==> src/design/rie_pkg.sv <==
/*
  Shared constants and types for the counter interrupt-enable block.
  Assumes a 32-bit AHB-Lite register bus and one clock domain.
*/
package rie_pkg;

  // ----------------------------------------------------------------
  // Register indices (byte address is four times the index)
  // ----------------------------------------------------------------
  localparam int IDX_W = 4;
  localparam logic [3:0] IDX_CTRL = 4'h0;
  localparam logic [3:0] IDX_EN_CLR = 4'h6;
  localparam logic [3:0] IDX_EN_SET = 4'h7;
  localparam logic [3:0] IDX_FLAG = 4'h8;
  localparam int ADDR_LSB = 2;

  // ----------------------------------------------------------------
  // Field positions
  // ----------------------------------------------------------------
  localparam int BIT_WRAP = 7;
  localparam int BIT_SYNC = 6;
  localparam int BIT_MATCH1 = 1;
  localparam int BIT_MATCH0 = 0;
  localparam int CTRL_MODE_LSB = 0;
  localparam int CTRL_MODE_W = 2;
  localparam int CTRL_WP_BIT = 7;
  localparam int NUM_SRC = 4;

  // ----------------------------------------------------------------
  // Reset values and per-mode masks of implemented enable bits
  // ----------------------------------------------------------------
  localparam logic [7:0] EN_RST = 8'h00;
  localparam logic [7:0] FLAG_RST = 8'h00;
  localparam logic [7:0] CTRL_RST = 8'h00;
  localparam logic [7:0] MASK_TWO_MATCH = 8'hC3;
  localparam logic [7:0] MASK_ONE_MATCH = 8'hC1;

  // ----------------------------------------------------------------
  // Types
  // ----------------------------------------------------------------
  typedef enum logic [1:0] {
    MODE_COUNT32,
    MODE_COUNT16,
    MODE_CALENDAR
  } rie_mode_type;

  typedef enum logic [1:0] {
    BUS_IDLE,
    BUS_WRITE,
    BUS_READ_WAIT,
    BUS_READ_DONE
  } rie_bus_state_type;

  typedef struct packed {
    logic write;
    logic [3:0] idx;
  } rie_aphase_type;

  typedef struct packed {
    logic wrap;
    logic sync;
    logic match1;
    logic match0;
  } rie_src_type;

endpackage

==> src/design/rie_flag_unit.sv <==
/*
  Per-source sticky flags and request gating.
  Assumes set pulses and the clear strobe come from logic on the same clock.
*/
`timescale 1ns/10ps
module rie_flag_unit #(
  parameter int N = 4
) (
  // Clock and reset
  input wire logic i_clk,
  input wire logic i_rst,
  // Flag control
  input wire logic [N-1:0] i_set,
  input wire logic i_clr_all,
  input wire logic [N-1:0] i_en,
  // Results
  output logic [N-1:0] o_flags,
  output logic [N-1:0] o_req,
  output logic o_irq
);

  logic [N-1:0] flag_ff;
  logic [N-1:0] req_ff;
  logic irq_ff;
  logic [N-1:0] nxt_req;

  // ----------------------------------------------------------------
  // Per-source flag and request
  // ----------------------------------------------------------------
  genvar g;
  generate
    for (g = 0; g < N; g = g + 1) begin : g_src
      // Set wins over a read clear in the same cycle
      always_ff @(posedge i_clk) begin
        if (i_rst) begin
          flag_ff[g] <= 1'b0;
        end else begin
          flag_ff[g] <= i_set[g] | (flag_ff[g] & ~i_clr_all);
        end
      end
      assign nxt_req[g] = flag_ff[g] & i_en[g];
      always_ff @(posedge i_clk) begin
        if (i_rst) begin
          req_ff[g] <= 1'b0;
        end else begin
          req_ff[g] <= nxt_req[g];
        end
      end
    end
  endgenerate

  always_ff @(posedge i_clk) begin
    if (i_rst) begin
      irq_ff <= 1'b0;
    end else begin
      irq_ff <= |nxt_req;
    end
  end

  assign o_flags = flag_ff;
  assign o_req = req_ff;
  assign o_irq = irq_ff;

endmodule

==> src/design/rie_top.sv <==
/*
  Interrupt-enable set/clear registers of a real-time counter, with flag
  gating and one level interrupt, reached over an AHB-Lite slave port.
  Assumes the counter, the tick and the event pulses run on I_REF_CLK.
*/
`timescale 1ns/10ps
module rie_top (
  // Clock and reset
  input wire logic I_REF_CLK,
  input wire logic I_SYS_RST,
  // AHB-Lite slave
  input wire logic I_HSEL,
  input wire logic [31:0] I_HADDR,
  input wire logic [1:0] I_HTRANS,
  input wire logic I_HWRITE,
  input wire logic [2:0] I_HSIZE,
  input wire logic [31:0] I_HWDATA,
  input wire logic I_HREADY,
  output logic [31:0] O_HRDATA,
  output logic O_HREADYOUT,
  output logic O_HRESP,
  // Counter events
  input wire logic I_CNT_TICK,
  input wire logic I_WRAP_EVT,
  input wire logic I_SYNC_DONE_EVT,
  input wire logic [1:0] I_MATCH_EVT,
  // Interrupt outputs
  output logic [rie_pkg::NUM_SRC-1:0] O_IRQ_REQ,
  output logic O_IRQ,
  output logic [7:0] O_IRQ_EN
);

  // ----------------------------------------------------------------
  // Declarations
  // ----------------------------------------------------------------
  rie_pkg::rie_bus_state_type state_ff;
  rie_pkg::rie_bus_state_type nxt_state;
  rie_pkg::rie_aphase_type aph_ff;
  rie_pkg::rie_aphase_type nxt_aph;
  logic hready_ff;
  logic nxt_hready;
  logic hresp_ff;
  logic [31:0] hrdata_ff;
  logic [31:0] nxt_hrdata;
  logic [7:0] en_ff;
  logic [7:0] nxt_en;
  logic [7:0] ctrl_ff;
  logic [7:0] nxt_ctrl;
  logic pend_ff;
  logic nxt_pend;
  logic accept;
  logic wr_strobe;
  logic rd_strobe;
  logic wp_on;
  logic [1:0] mode;
  logic [7:0] mode_mask;
  logic [7:0] en_live;
  logic [7:0] wr_bits;
  logic [7:0] flag_view;
  rie_pkg::rie_src_type src_set;
  rie_pkg::rie_src_type src_en;
  logic [rie_pkg::NUM_SRC-1:0] flags;
  logic [rie_pkg::NUM_SRC-1:0] req;
  logic irq;
  logic flag_rd_clr;

  // ----------------------------------------------------------------
  // Bus decode
  // ----------------------------------------------------------------
  // Only NONSEQ/SEQ with the bus ready open an address phase.
  assign accept = I_HSEL & I_HTRANS[1] & I_HREADY;
  assign wr_strobe = (state_ff == rie_pkg::BUS_WRITE);
  assign rd_strobe = (state_ff == rie_pkg::BUS_READ_WAIT);
  assign wr_bits = I_HWDATA[7:0];

  always_comb begin
    nxt_aph = aph_ff;
    if (accept) begin
      nxt_aph.write = I_HWRITE;
      nxt_aph.idx = I_HADDR[rie_pkg::ADDR_LSB +: rie_pkg::IDX_W];
      // Addresses above the register window decode to no register
      if (I_HADDR[31:rie_pkg::ADDR_LSB + rie_pkg::IDX_W] != '0) begin
        nxt_aph.idx = 4'hF;
      end
    end
  end

  always_ff @(posedge I_REF_CLK) begin
    if (I_SYS_RST) begin
      aph_ff <= '0;
    end else begin
      aph_ff <= nxt_aph;
    end
  end

  // ----------------------------------------------------------------
  // Transfer sequencing
  // ----------------------------------------------------------------
  // Reads take one wait state so that a write completing in the
  // previous data phase is always visible to the read that follows.
  always_comb begin
    nxt_state = rie_pkg::BUS_IDLE;
    case (state_ff)
      rie_pkg::BUS_READ_WAIT: begin
        nxt_state = rie_pkg::BUS_READ_DONE;
      end
      rie_pkg::BUS_IDLE, rie_pkg::BUS_WRITE, rie_pkg::BUS_READ_DONE: begin
        if (accept) begin
          nxt_state = I_HWRITE ? rie_pkg::BUS_WRITE : rie_pkg::BUS_READ_WAIT;
        end
      end
      default: begin
        nxt_state = rie_pkg::BUS_IDLE;
      end
    endcase
  end

  always_ff @(posedge I_REF_CLK) begin
    if (I_SYS_RST) begin
      state_ff <= rie_pkg::BUS_IDLE;
    end else begin
      state_ff <= nxt_state;
    end
  end

  always_comb begin
    nxt_hready = 1'b1;
    if (nxt_state == rie_pkg::BUS_READ_WAIT) begin
      nxt_hready = 1'b0;
    end
  end

  always_ff @(posedge I_REF_CLK) begin
    if (I_SYS_RST) begin
      hready_ff <= 1'b1;
    end else begin
      hready_ff <= nxt_hready;
    end
  end

  // Every transfer, mapped or not, answers OKAY
  always_ff @(posedge I_REF_CLK) begin
    if (I_SYS_RST) begin
      hresp_ff <= 1'b0;
    end else begin
      hresp_ff <= 1'b0;
    end
  end

  // ----------------------------------------------------------------
  // Control register: counter mode and write protection
  // ----------------------------------------------------------------
  assign mode = ctrl_ff[rie_pkg::CTRL_MODE_LSB +: rie_pkg::CTRL_MODE_W];
  assign wp_on = ctrl_ff[rie_pkg::CTRL_WP_BIT];

  always_comb begin
    nxt_ctrl = ctrl_ff;
    if (wr_strobe && aph_ff.idx == rie_pkg::IDX_CTRL) begin
      nxt_ctrl = wr_bits & (rie_pkg::CTRL_RST | 8'h83);
    end
  end

  always_ff @(posedge I_REF_CLK) begin
    if (I_SYS_RST) begin
      ctrl_ff <= rie_pkg::CTRL_RST;
    end else begin
      ctrl_ff <= nxt_ctrl;
    end
  end

  // Bit 1 only exists in the two-match mode; elsewhere bit 0 is the
  // single match or alarm source.
  always_comb begin
    mode_mask = rie_pkg::MASK_ONE_MATCH;
    case (mode)
      rie_pkg::MODE_COUNT16: begin
        mode_mask = rie_pkg::MASK_TWO_MATCH;
      end
      default: begin
        mode_mask = rie_pkg::MASK_ONE_MATCH;
      end
    endcase
  end

  // ----------------------------------------------------------------
  // Shared enable state
  // ----------------------------------------------------------------
  // Ones clear or set only their own bits; zeros leave state alone.
  always_comb begin
    nxt_en = en_ff;
    if (wr_strobe && !wp_on) begin
      if (aph_ff.idx == rie_pkg::IDX_EN_CLR) begin
        // Bits 7, 6 and the mode-dependent low bits
        nxt_en = en_ff & ~(wr_bits & mode_mask);
      end else if (aph_ff.idx == rie_pkg::IDX_EN_SET) begin
        // Bits 7, 6 and the mode-dependent low bits
        nxt_en = en_ff | (wr_bits & mode_mask);
      end
    end
  end

  always_ff @(posedge I_REF_CLK) begin
    if (I_SYS_RST) begin
      en_ff <= rie_pkg::EN_RST;
    end else begin
      en_ff <= nxt_en;
    end
  end

  // A bit stored under another mode does not gate a source it lacks.
  assign en_live = en_ff & mode_mask;

  // ----------------------------------------------------------------
  // Event capture
  // ----------------------------------------------------------------
  // Wrap and match events wait for the next count tick before their
  // flag rises; sync-done is a bus-side event and sets at once.
  always_comb begin
    nxt_pend = pend_ff | I_WRAP_EVT;
    if (I_CNT_TICK) begin
      nxt_pend = 1'b0;
    end
  end

  always_ff @(posedge I_REF_CLK) begin
    if (I_SYS_RST) begin
      pend_ff <= 1'b0;
    end else begin
      pend_ff <= nxt_pend;
    end
  end

  logic [1:0] match_pend_ff;
  logic [1:0] nxt_match_pend;

  always_comb begin
    nxt_match_pend = match_pend_ff | I_MATCH_EVT;
    if (I_CNT_TICK) begin
      nxt_match_pend = 2'b00;
    end
  end

  always_ff @(posedge I_REF_CLK) begin
    if (I_SYS_RST) begin
      match_pend_ff <= 2'b00;
    end else begin
      match_pend_ff <= nxt_match_pend;
    end
  end

  always_comb begin
    src_set.wrap = I_CNT_TICK & (pend_ff | I_WRAP_EVT);
    src_set.sync = I_SYNC_DONE_EVT;
    src_set.match1 = I_CNT_TICK & (match_pend_ff[1] | I_MATCH_EVT[1])
      & mode_mask[rie_pkg::BIT_MATCH1];
    src_set.match0 = I_CNT_TICK & (match_pend_ff[0] | I_MATCH_EVT[0]);
  end

  always_comb begin
    src_en.wrap = en_live[rie_pkg::BIT_WRAP];
    src_en.sync = en_live[rie_pkg::BIT_SYNC];
    src_en.match1 = en_live[rie_pkg::BIT_MATCH1];
    src_en.match0 = en_live[rie_pkg::BIT_MATCH0];
  end

  // ----------------------------------------------------------------
  // Flags and request gating
  // ----------------------------------------------------------------
  assign flag_rd_clr = rd_strobe & (aph_ff.idx == rie_pkg::IDX_FLAG);

  rie_flag_unit #(
    .N(rie_pkg::NUM_SRC)
  ) u_flags (
    .i_clk(I_REF_CLK),
    .i_rst(I_SYS_RST),
    .i_set(src_set),
    .i_clr_all(flag_rd_clr),
    .i_en(src_en),
    .o_flags(flags),
    .o_req(req),
    .o_irq(irq)
  );

  always_comb begin
    flag_view = 8'h00;
    flag_view[rie_pkg::BIT_WRAP] = flags[3];
    flag_view[rie_pkg::BIT_SYNC] = flags[2];
    flag_view[rie_pkg::BIT_MATCH1] = flags[1];
    flag_view[rie_pkg::BIT_MATCH0] = flags[0];
  end

  // ----------------------------------------------------------------
  // Read data
  // ----------------------------------------------------------------
  always_comb begin
    nxt_hrdata = 32'h0000_0000;
    if (rd_strobe) begin
      case (aph_ff.idx)
        rie_pkg::IDX_CTRL: begin
          nxt_hrdata = {24'h00_0000, ctrl_ff};
        end
        rie_pkg::IDX_EN_CLR, rie_pkg::IDX_EN_SET: begin
          nxt_hrdata = {24'h00_0000, en_live};
        end
        rie_pkg::IDX_FLAG: begin
          nxt_hrdata = {24'h00_0000, flag_view};
        end
        default: begin
          nxt_hrdata = 32'h0000_0000;
        end
      endcase
    end
  end

  // Data is held until the next read replaces it
  always_ff @(posedge I_REF_CLK) begin
    if (I_SYS_RST) begin
      hrdata_ff <= 32'h0000_0000;
    end else if (rd_strobe) begin
      hrdata_ff <= nxt_hrdata;
    end
  end

  // ----------------------------------------------------------------
  // Outputs
  // ----------------------------------------------------------------
  logic [7:0] en_out_ff;

  always_ff @(posedge I_REF_CLK) begin
    if (I_SYS_RST) begin
      en_out_ff <= rie_pkg::EN_RST;
    end else begin
      en_out_ff <= nxt_en & mode_mask;
    end
  end

  assign O_HRDATA = hrdata_ff;
  assign O_HREADYOUT = hready_ff;
  assign O_HRESP = hresp_ff;
  assign O_IRQ_REQ = req;
  assign O_IRQ = irq;
  assign O_IRQ_EN = en_out_ff;

endmodule

==> config.mk <==
export PLATFORM = sky130hd
export DESIGN_NAME = rie_top
export DESIGN_NICKNAME = d
export VERILOG_FILES = /design/src/design/rie_pkg.sv /design/src/design/rie_flag_unit.sv /design/src/design/rie_top.sv
export SDC_FILE = /design/constraint.sdc
export NUM_CORES = 1
export LEC_CHECK = 0
export BUFFER_PORTS_ARGS = -buffer_cell sky130_fd_sc_hd__buf_2
export CORE_ASPECT_RATIO = 0.7
export CORE_MARGIN = 5
export CORE_UTILIZATION = 36
export DETAILED_ROUTE_END_ITERATION = 7
export PLACE_DENSITY = 0.76
export SLEW_MARGIN = 20
export SYNTH_ARGS = -nofsm -noshare
export SYNTH_HDL_FRONTEND = slang
export SYNTH_HIERARCHICAL = 1
export SYNTH_SLANG_ARGS = --single-unit
==> constraint.sdc <==
create_clock -name I_REF_CLK -period 1.6 [get_ports I_REF_CLK]
set_clock_uncertainty 0.15 [all_clocks]
set_input_delay 0.32 -clock I_REF_CLK [delete_from_list [all_inputs] [get_ports I_REF_CLK]]
set_output_delay 0.32 -clock I_REF_CLK [all_outputs]
set_load 0.01 [all_outputs]
==> metrics.log <==
[metrics] area of the die: 6064 µm²
[metrics] total detailed-routing wirelength: 3837 µm
[metrics] chain of cells forming the critical path: and3b_2, buf_12, nand4_1, a2111oi_4
[metrics] most frequent standard cell in the layout excluding fill and tap cells: sky130_fd_sc_hd__buf_2
[metrics] pins over their slew limit: 0
[metrics] run status: completed
[metrics] Yosys cell types: 37
[metrics] Final Hold Violating Endpoints: 0
[metrics] largest net degree at the start of global routing: 23
[metrics] endpoint type of the worst setup path: register
[metrics] htree depth: 2
[metrics] count of synthesis-stage warnings from yosys: 6
[metrics] residual DRC count: 0
[metrics] port bufs: 58
[metrics] portion of the post-synthesis area used by sequential elements: 0.3758
[metrics] Final GP Congestion: 0.8284
[metrics] Horiz. Die Dim: 90.96 µm
[metrics] Synth area leader: sky130_fd_sc_hd__dfxtp_1
[metrics] Final period util: 0.9709
[metrics] antenna violations before repair: 0
[metrics] flip-flop and latch count after synthesis: 31
[metrics] vias: 1383
[metrics] via count of the first global-routing pass: 1342
[metrics] top cells by area, synth: sky130_fd_sc_hd__dfxtp_1, sky130_fd_sc_hd__buf_4, sky130_fd_sc_hd__nand2b_1
[metrics] CP max-delay cell: sky130_fd_sc_hd__a2111oi_4
[metrics] clock root buffer: sky130_fd_sc_hd__clkbuf_8
[metrics] initial standard-cell utilization of the core: 0.3771
[metrics] number of nets at the end of the flow: 325
[metrics] first-pass GRT wire length: 6085 µm
[metrics] placeable core region: 4379 µm²
[metrics] commonest cells after routing, fill and taps aside: sky130_fd_sc_hd__buf_2, sky130_fd_sc_hd__conb_1, sky130_fd_sc_hd__dfxtp_1, sky130_fd_sc_hd__nor2_1, sky130_fd_sc_hd__nand2b_1
[metrics] pre-CTS setup slack: -0.05202 ns
[metrics] number of buffers between clock root and the deepest sink: 2
[metrics] final setup slack of the worst path: 0.04654 ns
[metrics] I/O pin count: 126
[metrics] number of enable-type register cells in the synthesized netlist: 0
[metrics] floorplan row count: 20
[metrics] starting DRC count in detailed routing: 55
[metrics] Max-Cap Viols: 0
[metrics] fraction of synthesized cell area taken by the top area cell type: 0.3758
[metrics] DRT Pass-1 Iters: 4
[metrics] Final TNS setup: 0 ns
[metrics] total overflow reported by the global router: 0
[metrics] most used flip-flop cell after synthesis: sky130_fd_sc_hd__dfxtp_1
[metrics] Max Fclk: 0.6437 GHz
[metrics] drt via density: 4.610
[metrics] P per Cell Area: 791.7 nW/µm²
[metrics] first element of the critical path: aph_ff[3]$_SDFFE_PP0N_
[metrics] CTS buffer count: 5
[metrics] data required time of the critical path: 1.63 ns
[metrics] clock transition at the register clock pins on the worst setup and hold paths after CTS: 0.06 ns
[metrics] overall track demand over capacity in global routing: 0.1266
[metrics] crit start category: register
[metrics] height of the die: 66.67 µm
[metrics] Mapped Area: 1652 µm²
[metrics] leakage power: 0.9351 nW
[metrics] final-report setup violation count: 0
[metrics] Buffers & Inverters on Critical Path: 1
[metrics] cell count after synthesis: 184
[metrics] clock latency at the later pin of the worst-skew pair: 0.28 ns
[metrics] area delta synth->final: 19.39%
[metrics] fraction of registers with async set or reset after synthesis: 0
[metrics] average footprint of a synthesized cell: 8.976 µm²
[metrics] number of diodes: 0
[metrics] unrepaired setup endpoints after global routing: true
[metrics] remaining number of nets flagged by the antenna check after routing: 0
[metrics] IR Drop Worst-Case VDD: 0.5401 mV
[metrics] Layout Utilization: 0.4503
[metrics] Critical R2R Launch: aph_ff[3]$_SDFFE_PP0N_
[metrics] CP Data Arrival Time: 1.58 ns
[metrics] category of cells accounting for the largest share of critical-path delay: simple AND/OR/NAND/NOR gates
[metrics] worst min path class: input port to register
[metrics] share of final-layout standard cells stronger than drive strength 1: 0.3429
[metrics] count of clock tree sinks: 31
[metrics] critical path fanouts, max: 9
[metrics] DP HPWL: 3051 µm
[metrics] delay of the slowest cell on the worst path: 0.39 ns
[metrics] CP Class: register to register
[metrics] TritonCTS clock tree: done
[metrics] post-layout min period: 1.553 ns
[metrics] # fillers: 451
[metrics] average wire length per cell after detail routing: 12.79 µm
[metrics] Hold Path Origin: I_HWRITE
[path summary, 6_finish.rpt]
| path | cells after the start | slack, ns | to |
|---|---|---|---|
| setup / recovery | 4 | 0.05 | O_IRQ_EN[1]$_SDFF_PP0_ |
| hold / removal | 3 | 0.13 | state_ff[0]$_SDFF_PP0_ |
| hold reg to reg | 2 | 0.34 | O_HRDATA[7]$_SDFFE_PP0N_ |
| setup reg to reg | 4 | 0.05 | O_IRQ_EN[1]$_SDFF_PP0_ |
[synth_stat cells, types with 2 or more instances]
master and number:
sky130_fd_sc_hd__buf_4 37, sky130_fd_sc_hd__dfxtp_1 31, sky130_fd_sc_hd__nor2_1 13, sky130_fd_sc_hd__nand2b_1 11
sky130_fd_sc_hd__a21oi_1 9, sky130_fd_sc_hd__nor4_1 7, sky130_fd_sc_hd__inv_1 6, sky130_fd_sc_hd__nand3_1 6
sky130_fd_sc_hd__nor3_1 6, sky130_fd_sc_hd__a31oi_1 4, sky130_fd_sc_hd__mux2i_1 4, sky130_fd_sc_hd__nand2_1 4
sky130_fd_sc_hd__nor2b_1 4, sky130_fd_sc_hd__o21bai_1 4, sky130_fd_sc_hd__a221oi_1 3, sky130_fd_sc_hd__and3b_1 3
sky130_fd_sc_hd__clkbuf_1 3, sky130_fd_sc_hd__mux2_2 3, sky130_fd_sc_hd__o21ai_0 3, sky130_fd_sc_hd__or4_1 3
sky130_fd_sc_hd__buf_6 2, sky130_fd_sc_hd__nand4_1 2, sky130_fd_sc_hd__or3_1 2
[registers in the layout (all words and copies together), names as in the netlist]
name and cells:
en_ff 4, u_flags/o_req 4, state_ff 2, aph_ff 4
O_HRDATA 4, match_pend_ff 2, ctrl_ff 3, pend_ff 1
u_flags/o_flags 4, O_IRQ_EN 1, u_flags/o_irq 1, O_HREADYOUT 1
[what timing repair did]
| item | CTS | global route |
|---|---|---|
| hold buffers | 0 | 0 |
| gates resized for setup | 1 | 3 |
| hold endpoints to repair | 0 | 0 |
| endpoints found under the setup margin | 4 | 4 |
| pin swaps | 0 | 2 |
| setup buffers | 0 | 3 |
[cell families after synthesis]
logic type | synth area share
AND/OR/NAND/NOR | 0.2402
buffers and inverters | 0.2045
flip-flops | 0.3758
AO/OA/AOI/OAI | 0.1326
multiplexers | 0.04470
other | 0.002271
[cell type report]
class                   instances  area (µm²)  area share
well taps                      55       68.82     0.03490
clock buffers                   6       72.57     0.03680
multi-input cells             136       820.8      0.4162
repair buffers                 66       362.8      0.1840
inverters                       6       22.52     0.01142
flip-flops and latches         31       624.3      0.3166
[routing by layer]
| layer | routed length (µm) | up-vias | global-route usage | share of wire |
|---|---|---|---|---|
| met2 | 1807 | 49 | 0.2005 | 0.47 |
| met3 | 252 | 10 | 0.03499 | 0.066 |
| met4 | 84 | 0 | 0.06960 | 0.022 |
| li1 | - | 696 | - | - |
| met5 | 0 | - | 0 | 0 |
| met1 | 1692 | 628 | 0.1566 | 0.44 |
[stage by stage]
stage	power, mW	std cells	hold WS [ns]	instance area [µm²]
2_1_floorplan	0.9970	216	0.2493	1772
3_3_place_gp	1.016	291	0.3230	1866
3_5_place_dp	1.022	291	0.3298	1866
4_1_cts	1.572	297	0.1174	1939
5_1_grt	1.648	300	0.1411	1972
6_report	1.561	300	0.1300	1972
[worst reg2reg max path, delay by kind of cell (launching register included)]
kind / cells / cell delay (ns)
buffers and inverters: 1 / 0.13
AND/OR/NAND/NOR: 2 / 0.41
flip-flops: 1 / 0.37
AO/OA/AOI/OAI: 1 / 0.40
[where the power goes]
part | total (mW) | internal [mW] | switching, mW
Combinational | 0.201 | 0.0865 | 0.115
Sequential | 0.814 | 0.795 | 0.0190
Clock | 0.547 | 0.289 | 0.258
Total | 1.56 | 1.17 | 0.391
(Power assumes the default switching activity.)
